File: src/shared/bms_pkg.sv
// Purpose: Shared constants for the boot mode and memory map select block
// Assumes: 125 MHz system clock, synchronous active-high reset
// Notes:   Addresses and region sizes are fixed here so that every file agrees
package bms_pkg;

    typedef enum logic [1:0] {
        BMS_MODE_NONE   = 2'b00,
        BMS_MODE_SERIAL = 2'b01,
        BMS_MODE_UBOOT  = 2'b10,
        BMS_MODE_SINGLE = 2'b11
    } bms_mode_t;

    // Strap status bit positions
    localparam int unsigned BMS_STAT_A   = 0;
    localparam int unsigned BMS_STAT_B   = 1;
    localparam int unsigned BMS_STAT_END = 2;

    // Reset values of the system control bits
    localparam logic BMS_ROM_EN_RST = 1'b1;
    localparam logic BMS_EXT_EN_RST = 1'b0;

    // Vector locations
    localparam logic [31:0] BMS_UBOOT_VECTOR = 32'hFF7FFFFC;
    localparam logic [31:0] BMS_RESET_VECTOR = 32'h0FFFFFFC;

    // Memory regions
    localparam logic [31:0] BMS_ROM_BASE    = 32'hFF000000;
    localparam logic [31:0] BMS_UBOOT_BASE  = 32'hFF7FC000;
    localparam logic [31:0] BMS_UBOOT_SIZE  = 32'h00004000;
    localparam logic [31:0] BMS_LDR_BASE    = 32'hFF7F0000;
    localparam logic [31:0] BMS_LDR_SIZE    = 32'h00008000;
    localparam logic [31:0] BMS_SERIAL_ENTRY = 32'hFF7F0000;
    localparam logic [31:0] BMS_USB_ENTRY    = 32'hFF7F4000;
    localparam logic [31:0] BMS_EXT_BASE    = 32'h01000000;
    localparam logic [31:0] BMS_EXT_LIMIT   = 32'h08000000;

    // Access sizes
    localparam logic [1:0] BMS_SZ_BYTE = 2'h0;
    localparam logic [1:0] BMS_SZ_HALF = 2'h1;
    localparam logic [1:0] BMS_SZ_WORD = 2'h2;

endpackage

File: src/logic/bms_lane_swap.sv
// Purpose: Registered byte-lane reorder for data in the selected byte order
// Assumes: Data is presented little-endian on the lanes
// Notes:   Fetches pass unswapped
`timescale 1ns/10ps
module bms_lane_swap
    import bms_pkg::*;
#(
    parameter int unsigned W = 32
) (
    // Clock and reset
    input  wire logic         clk,
    input  wire logic         sys_rst,
    // Data in
    input  wire logic [W-1:0] din,
    input  wire logic [1:0]   size,
    input  wire logic         big,
    // Data out
    output logic      [W-1:0] dout
);

    typedef struct packed {
        logic [W-1:0] data;
    } bms_swap_state_t;

    bms_swap_state_t st;
    bms_swap_state_t next_st;

    always_comb begin
        next_st = st;
        next_st.data = din;
        if (big) begin
            if (size == BMS_SZ_WORD) begin
                for (int i = 0; i < W / 8; i++) begin
                    next_st.data[i*8 +: 8] = din[(W/8-1-i)*8 +: 8];
                end
            end else if (size == BMS_SZ_HALF) begin
                next_st.data[15:0] = {din[7:0], din[15:8]};
            end
        end
        if (sys_rst) begin
            next_st.data = '0;
        end
    end

    always_ff @(posedge clk) begin
        st <= next_st;
    end

    assign dout = st.data;

endmodule

File: src/logic/bms_mode_ctrl.sv
// Purpose: Reset-time mode selection, system control bits, access gating
// Assumes: Straps are stable and synchronous to clk around reset
// Notes:   Straps are captured on every rising edge while sys_rst is high
`timescale 1ns/10ps
module bms_mode_ctrl
    import bms_pkg::*;
#(
    parameter bit          HAS_USER_BOOT = 1'b1,
    parameter int unsigned DW            = 32
) (
    // Clock and reset
    input  wire logic          clk,
    input  wire logic          sys_rst,
    // Strap pins
    input  wire logic          mode_pin_a,
    input  wire logic          mode_pin_b,
    input  wire logic          endian_select_pin,
    // System control write
    input  wire logic          ctl_wr,
    input  wire logic          ctl_wr_rom_enable,
    input  wire logic          ctl_wr_ext_bus_enable,
    // Memory access check
    input  wire logic          acc_valid,
    input  wire logic [31:0]   acc_addr,
    input  wire logic          acc_fetch,
    input  wire logic [1:0]    acc_size,
    input  wire logic [DW-1:0] acc_rdata,
    // Status and control outputs
    output logic      [2:0]    mode_pin_status,
    output logic      [1:0]    boot_mode,
    output logic               onchip_rom_enable,
    output logic               external_bus_enable,
    output logic               big_endian,
    // Start of execution
    output logic               start_pulse,
    output logic               start_indirect,
    output logic      [31:0]   start_addr,
    // Access answer
    output logic               acc_grant,
    output logic               acc_deny,
    output logic      [DW-1:0] acc_data
);

    typedef struct packed {
        logic [2:0]  straps;
        bms_mode_t   mode;
        logic        rom_en;
        logic        ext_en;
        logic        started;
        logic        start_pulse;
        logic        start_ind;
        logic [31:0] start_addr;
        logic        grant;
        logic        deny;
    } bms_state_t;

    bms_state_t st;
    bms_state_t next_st;

    logic in_loader;
    logic in_uboot;
    logic in_rom;
    logic in_ext;
    logic blocked;

    ////////////////////////////////////////////////////////////////////////////
    // Address classification

    always_comb begin
        in_loader = (acc_addr >= BMS_LDR_BASE) && (acc_addr < BMS_LDR_BASE + BMS_LDR_SIZE);
        in_uboot  = HAS_USER_BOOT && (acc_addr >= BMS_UBOOT_BASE)
                    && (acc_addr < BMS_UBOOT_BASE + BMS_UBOOT_SIZE);
        in_rom    = (acc_addr >= BMS_ROM_BASE) && !in_loader;
        in_ext    = (acc_addr >= BMS_EXT_BASE) && (acc_addr < BMS_EXT_LIMIT);
        blocked   = in_loader
                  | ((in_rom | in_uboot) & ~st.rom_en)
                  | (in_ext & ~st.ext_en);
    end

    ////////////////////////////////////////////////////////////////////////////
    // Next state

    always_comb begin
        next_st = st;
        next_st.start_pulse = 1'b0;
        next_st.grant = acc_valid & ~blocked;
        next_st.deny  = acc_valid & blocked;
        if (!st.started) begin
            next_st.started     = 1'b1;
            next_st.start_pulse = 1'b1;
            case (st.mode)
                BMS_MODE_SERIAL: begin
                    next_st.start_ind  = 1'b0;
                    next_st.start_addr = BMS_SERIAL_ENTRY;
                end
                BMS_MODE_UBOOT: begin
                    if (HAS_USER_BOOT) begin
                        next_st.start_ind  = 1'b1;
                        next_st.start_addr = BMS_UBOOT_VECTOR;
                    end else begin
                        next_st.start_ind  = 1'b0;
                        next_st.start_addr = BMS_USB_ENTRY;
                    end
                end
                BMS_MODE_SINGLE: begin
                    next_st.start_ind  = 1'b1;
                    next_st.start_addr = BMS_RESET_VECTOR;
                end
                default: begin
                    next_st.started     = 1'b0;
                    next_st.start_pulse = 1'b0;
                end
            endcase
        end
        if (ctl_wr) begin
            next_st.rom_en = st.rom_en & ctl_wr_rom_enable;
            next_st.ext_en = ctl_wr_ext_bus_enable;
        end
        if (sys_rst) begin
            next_st.straps[BMS_STAT_A]   = mode_pin_a;
            next_st.straps[BMS_STAT_B]   = mode_pin_b;
            next_st.straps[BMS_STAT_END] = endian_select_pin;
            next_st.mode        = bms_mode_t'({mode_pin_b, mode_pin_a});
            next_st.rom_en      = BMS_ROM_EN_RST;
            next_st.ext_en      = BMS_EXT_EN_RST;
            next_st.started     = 1'b0;
            next_st.start_pulse = 1'b0;
            next_st.start_ind   = 1'b0;
            next_st.start_addr  = '0;
            next_st.grant       = 1'b0;
            next_st.deny        = 1'b0;
        end
    end

    always_ff @(posedge clk) begin
        st <= next_st;
    end

    ////////////////////////////////////////////////////////////////////////////
    // Byte lanes

    bms_lane_swap #(
        .W       (DW)
    ) u_swap (
        .clk     (clk),
        .sys_rst (sys_rst),
        .din     (acc_rdata),
        .size    (acc_size),
        .big     (st.straps[BMS_STAT_END] & ~acc_fetch),
        .dout    (acc_data)
    );

    ////////////////////////////////////////////////////////////////////////////
    // Outputs

    assign mode_pin_status     = st.straps;
    assign boot_mode           = st.mode;
    assign onchip_rom_enable   = st.rom_en;
    assign external_bus_enable = st.ext_en;
    assign big_endian          = st.straps[BMS_STAT_END];
    assign start_pulse         = st.start_pulse;
    assign start_indirect      = st.start_ind;
    assign start_addr          = st.start_addr;
    assign acc_grant           = st.grant;
    assign acc_deny            = st.deny;
endmodule

File: config.mk
export PLATFORM = sky130hd
export DESIGN_NAME = bms_mode_ctrl
export DESIGN_NICKNAME = d
export VERILOG_FILES = /design/src/shared/bms_pkg.sv /design/src/logic/bms_lane_swap.sv /design/src/logic/bms_mode_ctrl.sv
export SDC_FILE = /design/constraint.sdc
export NUM_CORES = 1
export LEC_CHECK = 0
export ABC_CLOCK_PERIOD_IN_PS = 1400
export BUFFER_PORTS_ARGS = -buffer_cell sky130_fd_sc_hd__buf_2
export CELL_PAD_IN_SITES_DETAIL_PLACEMENT = 1
export CELL_PAD_IN_SITES_GLOBAL_PLACEMENT = 1
export CORE_UTILIZATION = 24
export CTS_CLUSTER_SIZE = 25
export DETAILED_ROUTE_END_ITERATION = 8
export PLACE_DENSITY = 0.72
export REMOVE_ABC_BUFFERS = 1
export SYNTH_ARGS = -nofsm -noshare
export SYNTH_HDL_FRONTEND = slang
export SYNTH_SLANG_ARGS = --single-unit
File: constraint.sdc
create_clock -name clk -period 1.4 [get_ports clk]
set_clock_uncertainty 0.15 [all_clocks]
set_input_delay 0.07 -clock clk [delete_from_list [all_inputs] [get_ports clk]]
set_output_delay 0.07 -clock clk [all_outputs]
set_load 0.01 [all_outputs]
After elaboration in Yosys (flattened, before gate mapping)

Cells that the tools add are included.

Input port bits: 76
Logic and storage cells: 53
Output and inout port bits: 76
Bits in registers: 76

Mux-type cells: 7
Magnitude comparators: 7
Bitwise gates (word level): 14
Reductions and logical operators: 9
Eq/ne operators: 5

Operators with widths:

| kind                 | number |
|---|---|
| $pmux 33 s3          | 1 |
| $ge 32x32->1 const B | 3 |
| $lt 32x32->1 const B | 2 |
| $mux 16              | 3 |
| $mux 35              | 1 |
| $ge 32x25->1 const B | 1 |
| $lt 32x28->1 const B | 1 |
| $mux 32              | 1 |
| $and 1x1->1          | 6 |
| $eq 2x2->1 const B   | 3 |
| $not 1->1            | 5 |
| $eq 2x1->1 const B   | 2 |
| $logic_and 1x1->1    | 4 |
| $or 1x1->1           | 3 |
| $reduce_bool 3->1    | 1 |
| $reduce_or 3->1      | 1 |
| $mux 2               | 1 |
| $reduce_and 2->1     | 1 |
| $reduce_or 2->1      | 1 |
| $logic_not 1->1      | 1 |

Longest topological paths before layout

Gate-level depths: netlist (run 1).

Word-level depth: 10
Gate-level depth with buffers: 6
Gate-level depth less buffers: 4

Modules after synthesis

Synthesis (run 1) repeated with hierarchy kept, for this count alone.

Cells, all modules: 237
Area, all modules: 2057.0 um^2

Modules (own cells, without submodules):

| module        | cells each | area an instance (um^2) | times used | sequential area each (um^2) |
|---|---|---|---|---|
| bms_lane_swap | 148        | 1281.2                  | 1          | 640.6 |
| bms_mode_ctrl | 89         | 775.7                   | 1          | 290.3 |

Worst setup path before layout (run 1)

No wires, ideal clock.

Path kind: register to register
From: register st, in the netlist mode_pin_status[2]
To: register u_swap.st, in the netlist u_swap.dout[2]
Cell stages (with the launch flop): 7
Period minus slack after synthesis: 1497 ps
Path buffers: 2
Data arrival time: 1213 ps
Path slack: -97 ps
Path through: edfxtp_1 nand2b_1 buf_2 or2_4 buf_6 o22ai_1 a211oi_1

Cells in the longest elaborated chain, start to end: 2

RTL lines:

| what                   | RTL line             | source |
|---|---|---|
| from (decl)            | bms_mode_ctrl.sv:57  | `bms_state_t st;` |
| from (signal assigned) | bms_mode_ctrl.sv:136 | `st <= next_st;` |
| $and 1x1->1            | bms_mode_ctrl.sv:149 | `.big (st.straps[BMS_STAT_END] & ~acc_fetch),` |
| $mux 32                | bms_lane_swap.sv:31  | `if (big) begin` |
| to (signal assigned)   | bms_lane_swap.sv:46  | `st <= next_st;` |
| to (decl)              | bms_lane_swap.sv:25  | `bms_swap_state_t st;` |

No other way between the ends.
A chain may end at the register's enable or synchronous reset.

Final worst setup path (run 1)

From: register st, in the netlist mode_pin_status[2]
To: register u_swap.st, in the netlist u_swap.dout[13]

The elaborated chain is that of the path after synthesis.

==> results.md, run 1 <==
* Placed inst area at around 2600 um^2
* DP HPWL at approximately 4800 um
* Crit path max fanout at 19
* Overall routed net length at slightly above 7000 um
* RSZ-0062 raised after global routing: yes
* Die Width at 93.9 um
* Arr. time, crit path at about 1.5 ns
* Final non-filler cell total at 500
* Post-Synthesis Cell Area at about 2000 um^2
* Placed Cells at about 440
* Part of the power in the clock network at 0.272
* Pins Over Slew Limit at 0
* Fmax at between 0.6 and 0.7 GHz
* Seq pwr share at 0.477
* Peak supply drop at between 0.0003 and 0.0004 V
* Core Region at ~8200 um^2
* DRC at 0
* Post-layout nets at 471
* Net Sw Power at 0.831 mW
* Post-synth top cells: dfxtp_1 (42), buf_4 (37), nand2_1 (34)
* Area delta synth->final at 64.0%
* Mapped Cells at 236
* Vias per cell at 4.42
* Distinct cells, synth at 34
* Switching Share at 0.278
* Most instantiated library cell after synthesis: dfxtp_1
* P_leak at between 1.5 and 2 nW
* Max cap viols at 0
* Clock Sinks at 45
* Final hold vios at 0
* Boundary pin count at around 150
* Row Count at 33
* Area fraction of the dominant cell type after synthesis at 0.415
* First-pass GRT wire length at 11200 um
* Filler cell count at between 1000 and 1500
* Syn Area/Cell at roughly 8.6 um^2
* CTS tree: yes
* Share of post-route cells with drive strength above 1 at 0.473
* # setup viols final at 12
* H-tree levels at 2
* Tot Pwr at 2.99 mW
* Comb pwr share at 0.251
* RePlAce Congestion at 0.779
* Overflow after GRT at 0
* Slew @ Worst Pin at 0.493 ns
* Total GRT Usage at 0.165
* Power Density at about 900 nW/um^2
* Routed Antenna Nets at 0
* Startpoint Class: register
* Vias after detailed routing at about 2200
* Post-synthesis async set-or-reset flop share at 0
* CP Capture Type: register
* Wire length per cell at around 14 um
* CTS buffer count at 5
* Yosys warns at 0
* Tmin final at 1.46 ns
* Ys flop type: dfxtp_1
* Data required, critical path at 1.43 ns
* Largest net degree at the start of global routing at 23
* Initial antenna violation count at 0
* Finished Cell Area at between 3000 and 4000 um^2
* Hold WC Path Type: primary input to register
* DRT Pass-1 Iters at 4
* Area contributors post-synth: dfxtp_1 (41%), buf_4 (14%), nand2_1 (6.3%)
* Crit path kind: register to register
* Area of the multi-input gates at approximately 850 um^2
* Sequential area share after synthesis at 0.459
* Ant. Diodes at 0
* Vias in the first global route at ~2300
* Tcrit/Tclk final at 1.05
* Clk root buf: clkbuf_8
* Int Power at between 2 and 2.5 mW
* Status: finished with violations
* CTS clk-pin slew, worst paths at 0.09 ns
* Starting Density at 0.248
* Final WS setup at -0.0645 ns
* Failing checks: setup timing
* Reg area at about 930 um^2
* Rel. slew slack at 0.667
* Die area at around 9000 um^2
* # port buffers at about 130
* Chip height at about 94 um
* Worst skew pair latency at ~0.3 ns
* EDFF count, synth at 3
* Post-synth top area cell: dfxtp_1
* Longest Clk Path Bufs at 2
* DRC marker count from the first detailed-route iteration at 57
* Flops & latches, synth at 45
placed cells by master (no fill, tap or decap), types with 3 or more instances in the layout:
cell type	n
buf_2	133
dlygate4sd3_1	43
dfxtp_1	42
nand2_1	34
nor2_1	25
a21oi_1	17
buf_4	13
nor3_1	9
o22ai_2	9
o22ai_1	7
clkbuf_8	6
buf_6	6
nand2b_1	5
nor3_2	5
or2_4	3
nor2_2	3
nand4_1	3
edfxtp_1	3
buf_12	3
flip-flops by register name (all words and copies together), names as in the netlist:
name	cells
acc_deny	1
acc_grant	1
external_bus_enable	1
mode_pin_status	3
onchip_rom_enable	1
st	1
start_addr	4
start_pulse	1
u_swap.dout	32
stage by stage:
step / setup WS (ns) / TNS, ns / hold slack, ns / utilization
after global placement: 0.0102 / 0 / 0.0985 / 0.323
after CTS: -0.0278 / -0.157 / 0.0127 / 0.398
final: -0.0645 / -0.339 / 0.0232 / 0.407
after detailed placement: -0.0584 / -0.400 / 0.100 / 0.323
after global routing: -0.117 / -1.80 / 0.0349 / 0.407
after floorplan: -0.443 / -6.37 / -0.0109 / -
cells by family after synthesis:
family,share of synthesized area
AO/OA/AOI/OAI,0.131
buffers and inverters,0.173
flip-flops,0.459
multiplexers,0.00494
other,0.00185
AND/OR/NAND/NOR,0.230
worst max-delay path: stages (launching register included):
cell,delay [ns]
edfxtp_1,0.36
nand2b_1,0.11
or2_4,0.31
buf_12,0.16
o22ai_1,0.16
nor3_1,0.08
layout make-up:
class | count | share of cell area
multi-input cells | 144 | 0.256
inverters | 1 | 0.00113
well taps | 105 | 0.0395
flip-flops and latches | 45 | 0.280
repair buffers | 198 | 0.397
clock buffers | 7 | 0.0260
layer usage:
layer | part of all wire | global-route usage
met1 | 0.40 | 0.181
met3 | 0.050 | 0.0348
met2 | 0.53 | 0.303
met4 | 0.023 | 0.0718
met5 | 0 | 0
power by group through the flow:
stage | sequential (mW) | combinational [mW] | clock [mW]
floorplan | 1.55 | 0.143 | 0
global placement | 1.45 | 0.587 | 0
detailed placement | 1.45 | 0.601 | 0
CTS | 1.42 | 0.722 | 0.849
global route | 1.44 | 0.819 | 0.908
finish | 1.42 | 0.750 | 0.814
final timing paths:
| path | slack (ns) | end | depth (start not counted) | start |
|---|---|---|---|---|
| worst max-delay path | -0.06 | u_swap.dout[13]$_SDFF_PP0_ | 5 | mode_pin_status[2]$_DFFE_PP_ |
| worst min-delay path | 0.02 | acc_deny$_SDFF_PP0_ | 4 | acc_addr[28] |
| worst max register to register | -0.06 | u_swap.dout[13]$_SDFF_PP0_ | 5 | mode_pin_status[2]$_DFFE_PP_ |
| worst min register to register | 0.33 | start_addr[23]$_SDFFE_PP0P_ | 2 | start_addr[23]$_SDFFE_PP0P_ |
what timing repair did:
action                                  CTS  global route
gates cloned                              1             0
hold buffers                             43             0
gates resized for setup                  13            12
pin swaps                                 4             6
endpoints found under the setup margin   13            31
setup buffers                             4             1
hold endpoints to repair                 39             0
Note: power is estimated with default switching activity, not from simulation.
==> run 2, diff against run 1 <==
==> constraint.sdc (replaced) <==
create_clock -name clk -period 1.4 [get_ports clk]
set_clock_uncertainty 0.15 [all_clocks]
set_input_delay 0 -clock clk [delete_from_list [all_inputs] [get_ports clk]]
set_output_delay 0 -clock clk [all_outputs]
set_load 0.01 [all_outputs]
==> run 2 against run 1 <==
Effect of this change: the run still ends with setup timing left; via count grew 5.9%; critical path depth is 1 higher; total power up 4.5%; routed wire length increased by 15%; cell area is 6.4% higher; non-clock buffer count rose by 17.
==> results.md, run 2 (same netlist as run 1, synthesis figures left out) <==
* Clock Sinks at 45 (unchanged)
* Wire length per cell at 15.7 um (was 14.2 um)
* CP Capture Type: register (unchanged)
* Die area at 8820 um^2 (unchanged)
* Peak supply drop at 0.000380 V (was 0.000379 V)
* Met3 routed WL at 389 um (was 352 um)
* Row Count at 33 (unchanged)
* Starting Density at 0.248 (unchanged)
* Die Width at 93.9 um (unchanged)
* Final hold vios at 0 (unchanged)
* Seq pwr share at 0.457 (was 0.477)
* Tot Pwr at 3.12 mW (was 2.99 mW)
* Critical-path top delay cell: edfxtp_1 (unchanged)
* Filler cell count at 995 (was 1017)
* Power Density at 883 nW/um^2 (was 899 nW/um^2)
* Fmax at 0.697 GHz (was 0.683 GHz)
* First-pass GRT wire length at 12300 um (was 11200 um)
* Setup TNS at -0.0586 ns (was -0.339 ns)
* Top layer in use: met4 (unchanged)
* Crit path kind: register to register (unchanged)
* Hold WC Path Type: primary input to register (unchanged)
* Int Power at 2.24 mW (was 2.16 mW)
* Worst skew pair latency at 0.29 ns (was 0.30 ns)
* Chip height at 93.9 um (unchanged)
* Switching Share at 0.282 (was 0.278)
* Total GRT Usage at 0.184 (was 0.165)
* Part of the power in the clock network at 0.285 (was 0.272)
* RSZ-0062 raised after global routing: yes (unchanged)
* DRC at 0 (unchanged)
* Overflow after GRT at 0 (unchanged)
* CTS clk-pin slew, worst paths at 0.09 ns (about the same)
* Data required, critical path at 1.46 ns (was 1.43 ns)
* Vias after detailed routing at 2342 (was 2212)
* Initial antenna violation count at 0 (unchanged)
* DRT Pass-1 Iters at 4 (unchanged)
* CP max stage delay at 0.40 ns (was 0.36 ns)
* CTS tree: yes (unchanged)
* Critical path's top delay family: flip-flops (was simple AND/OR/NAND/NOR gates)
* Routed Antenna Nets at 0 (unchanged)
* Crit-path cells: nand2b_4 -> buf_4 -> a21oi_4 -> buf_6 -> nor2_1 -> nor3_1 (was nand2b_1 -> or2_4 -> buf_12 -> o22ai_1 -> nor3_1)
* Area of the multi-input gates at 890 um^2 (was 851 um^2)
* RePlAce Congestion at 0.743 (was 0.779)
* Finished Cell Area at 3540 um^2 (was 3320 um^2)
* Core Region at 8180 um^2 (unchanged)
* Final WS setup at -0.0339 ns (was -0.0645 ns)
* Worst path bufs/invs at 2 (was 1)
* # port buffers at 134 (unchanged)
* DRC marker count from the first detailed-route iteration at 77 (was 57)
* Post-layout nets at 487 (was 471)
* Tcrit/Tclk final at 1.02 (was 1.05)
* Final non-filler cell total at 517 (was 500)
* Arr. time, crit path at 1.50 ns (was 1.49 ns)
* Metal2 WL at 4330 um (was 3740 um)
* Tmin final at 1.43 ns (was 1.46 ns)
* Crit path max fanout at 6 (was 19)
* Ant. Diodes at 0 (unchanged)
* Net Sw Power at 0.879 mW (was 0.831 mW)
* Clk root buf: clkbuf_8 (unchanged)
* Placed inst area at 2620 um^2 (was 2640 um^2)
* Pins Over Slew Limit at 0 (unchanged)
* Vias in the first global route at 2468 (was 2298)
* Boundary pin count at 152 (unchanged)
* Worst hold margin at 0.0401 ns (was 0.0232 ns)
* Area delta synth->final at 74.5% (was 64.0%)
* P_leak at 1.69 nW (was 1.61 nW)
* Setup WS pre-CTS at -0.0680 ns (was -0.0584 ns)
* Comb pwr share at 0.258 (was 0.251)
* Overall routed net length at 8120 um (was 7090 um)
* # setup viols final at 3 (was 12)
* Vias per cell at 4.53 (was 4.42)
* Placed Cells at 442 (was 444)
* Met1 WL at 3040 um (was 2830 um)
* Leading cell type in the layout, fill and taps excluded: buf_2 (unchanged)
* Reg area at 931 um^2 (unchanged)
* Status: finished with violations (unchanged)
* DP HPWL at 4860 um (was 4770 um)
* Final core utilization at 0.433 (was 0.407)
* Largest net degree at the start of global routing at 27 (was 23)
* Failing checks: setup timing (unchanged)
* Most frequent cells in the layout: buf_2 (133), dlygate4sd3_1 (62), dfxtp_1 (42), nand2_1 (34), nor2_1 (26) (was buf_2 (133), dlygate4sd3_1 (43), dfxtp_1 (42), nand2_1 (34), nor2_1 (25))
* Largest register FFs at 32 (unchanged)
* Longest Clk Path Bufs at 2 (unchanged)
* H-tree levels at 2 (unchanged)
* CTS buffer count at 5 (unchanged)
* Startpoint Class: register (unchanged)
* Share of post-route cells with drive strength above 1 at 0.461 (was 0.473)
* Max cap viols at 0 (unchanged)
[run 2: routing by layer]
| layer | vias to the layer above | track usage |
|---|---|---|
| met2 | 102 | 0.350 |
| met3 | 30 | 0.0324 |
| met4 | 0 | 0.0987 |
| met1 | 1097 | 0.190 |
| met5 | - | 0 |
| li1 | 1113 | - |
[run 2: final timing paths]
check,startpoint,endpoint,slack (ns),depth (start not counted)
worst max-delay path,mode_pin_status[2]$_DFFE_PP_,u_swap.dout[12]$_SDFF_PP0_,-0.03,6
worst min-delay path,acc_fetch,u_swap.dout[4]$_SDFF_PP0_,0.04,5
worst max register to register,mode_pin_status[2]$_DFFE_PP_,u_swap.dout[12]$_SDFF_PP0_,-0.03,6
worst min register to register,start_addr[23]$_SDFFE_PP0P_,start_addr[23]$_SDFFE_PP0P_,0.34,2
[run 2: power by group through the flow]
stage / logic (mW) / registers (mW) / clock network, mW
after floorplan: 0.143 / 1.55 / 0
after global placement: 0.579 / 1.45 / 0
after detailed placement: 0.592 / 1.46 / 0
after CTS: 0.755 / 1.43 / 0.912
after global routing: 0.873 / 1.44 / 0.966
final: 0.804 / 1.43 / 0.890
[run 2: cell type report]
cell class,instances,area share
sequential,45,0.263
inverter,1,0.00106
timing repair buffer,215,0.418
clock buffer,7,0.0272
multi-input combinational,143,0.252
clock inverter,1,0.00141
tap,105,0.0371
[run 2: repair_timing]
action | CTS | global route
setup endpoints to repair | 13 | 33
hold endpoints to repair | 48 | 0
gates resized for setup | 11 | 19
hold buffers | 63 | 0
setup buffers | 3 | 2
pin swaps | 2 | 3
[run 2: worst register-to-register path, cell delays in order (launching register included)]
cell	delay [ns]
edfxtp_1	0.40
nand2b_4	0.08
buf_4	0.14
a21oi_4	0.20
buf_6	0.17
nor2_1	0.06
nor3_1	0.15
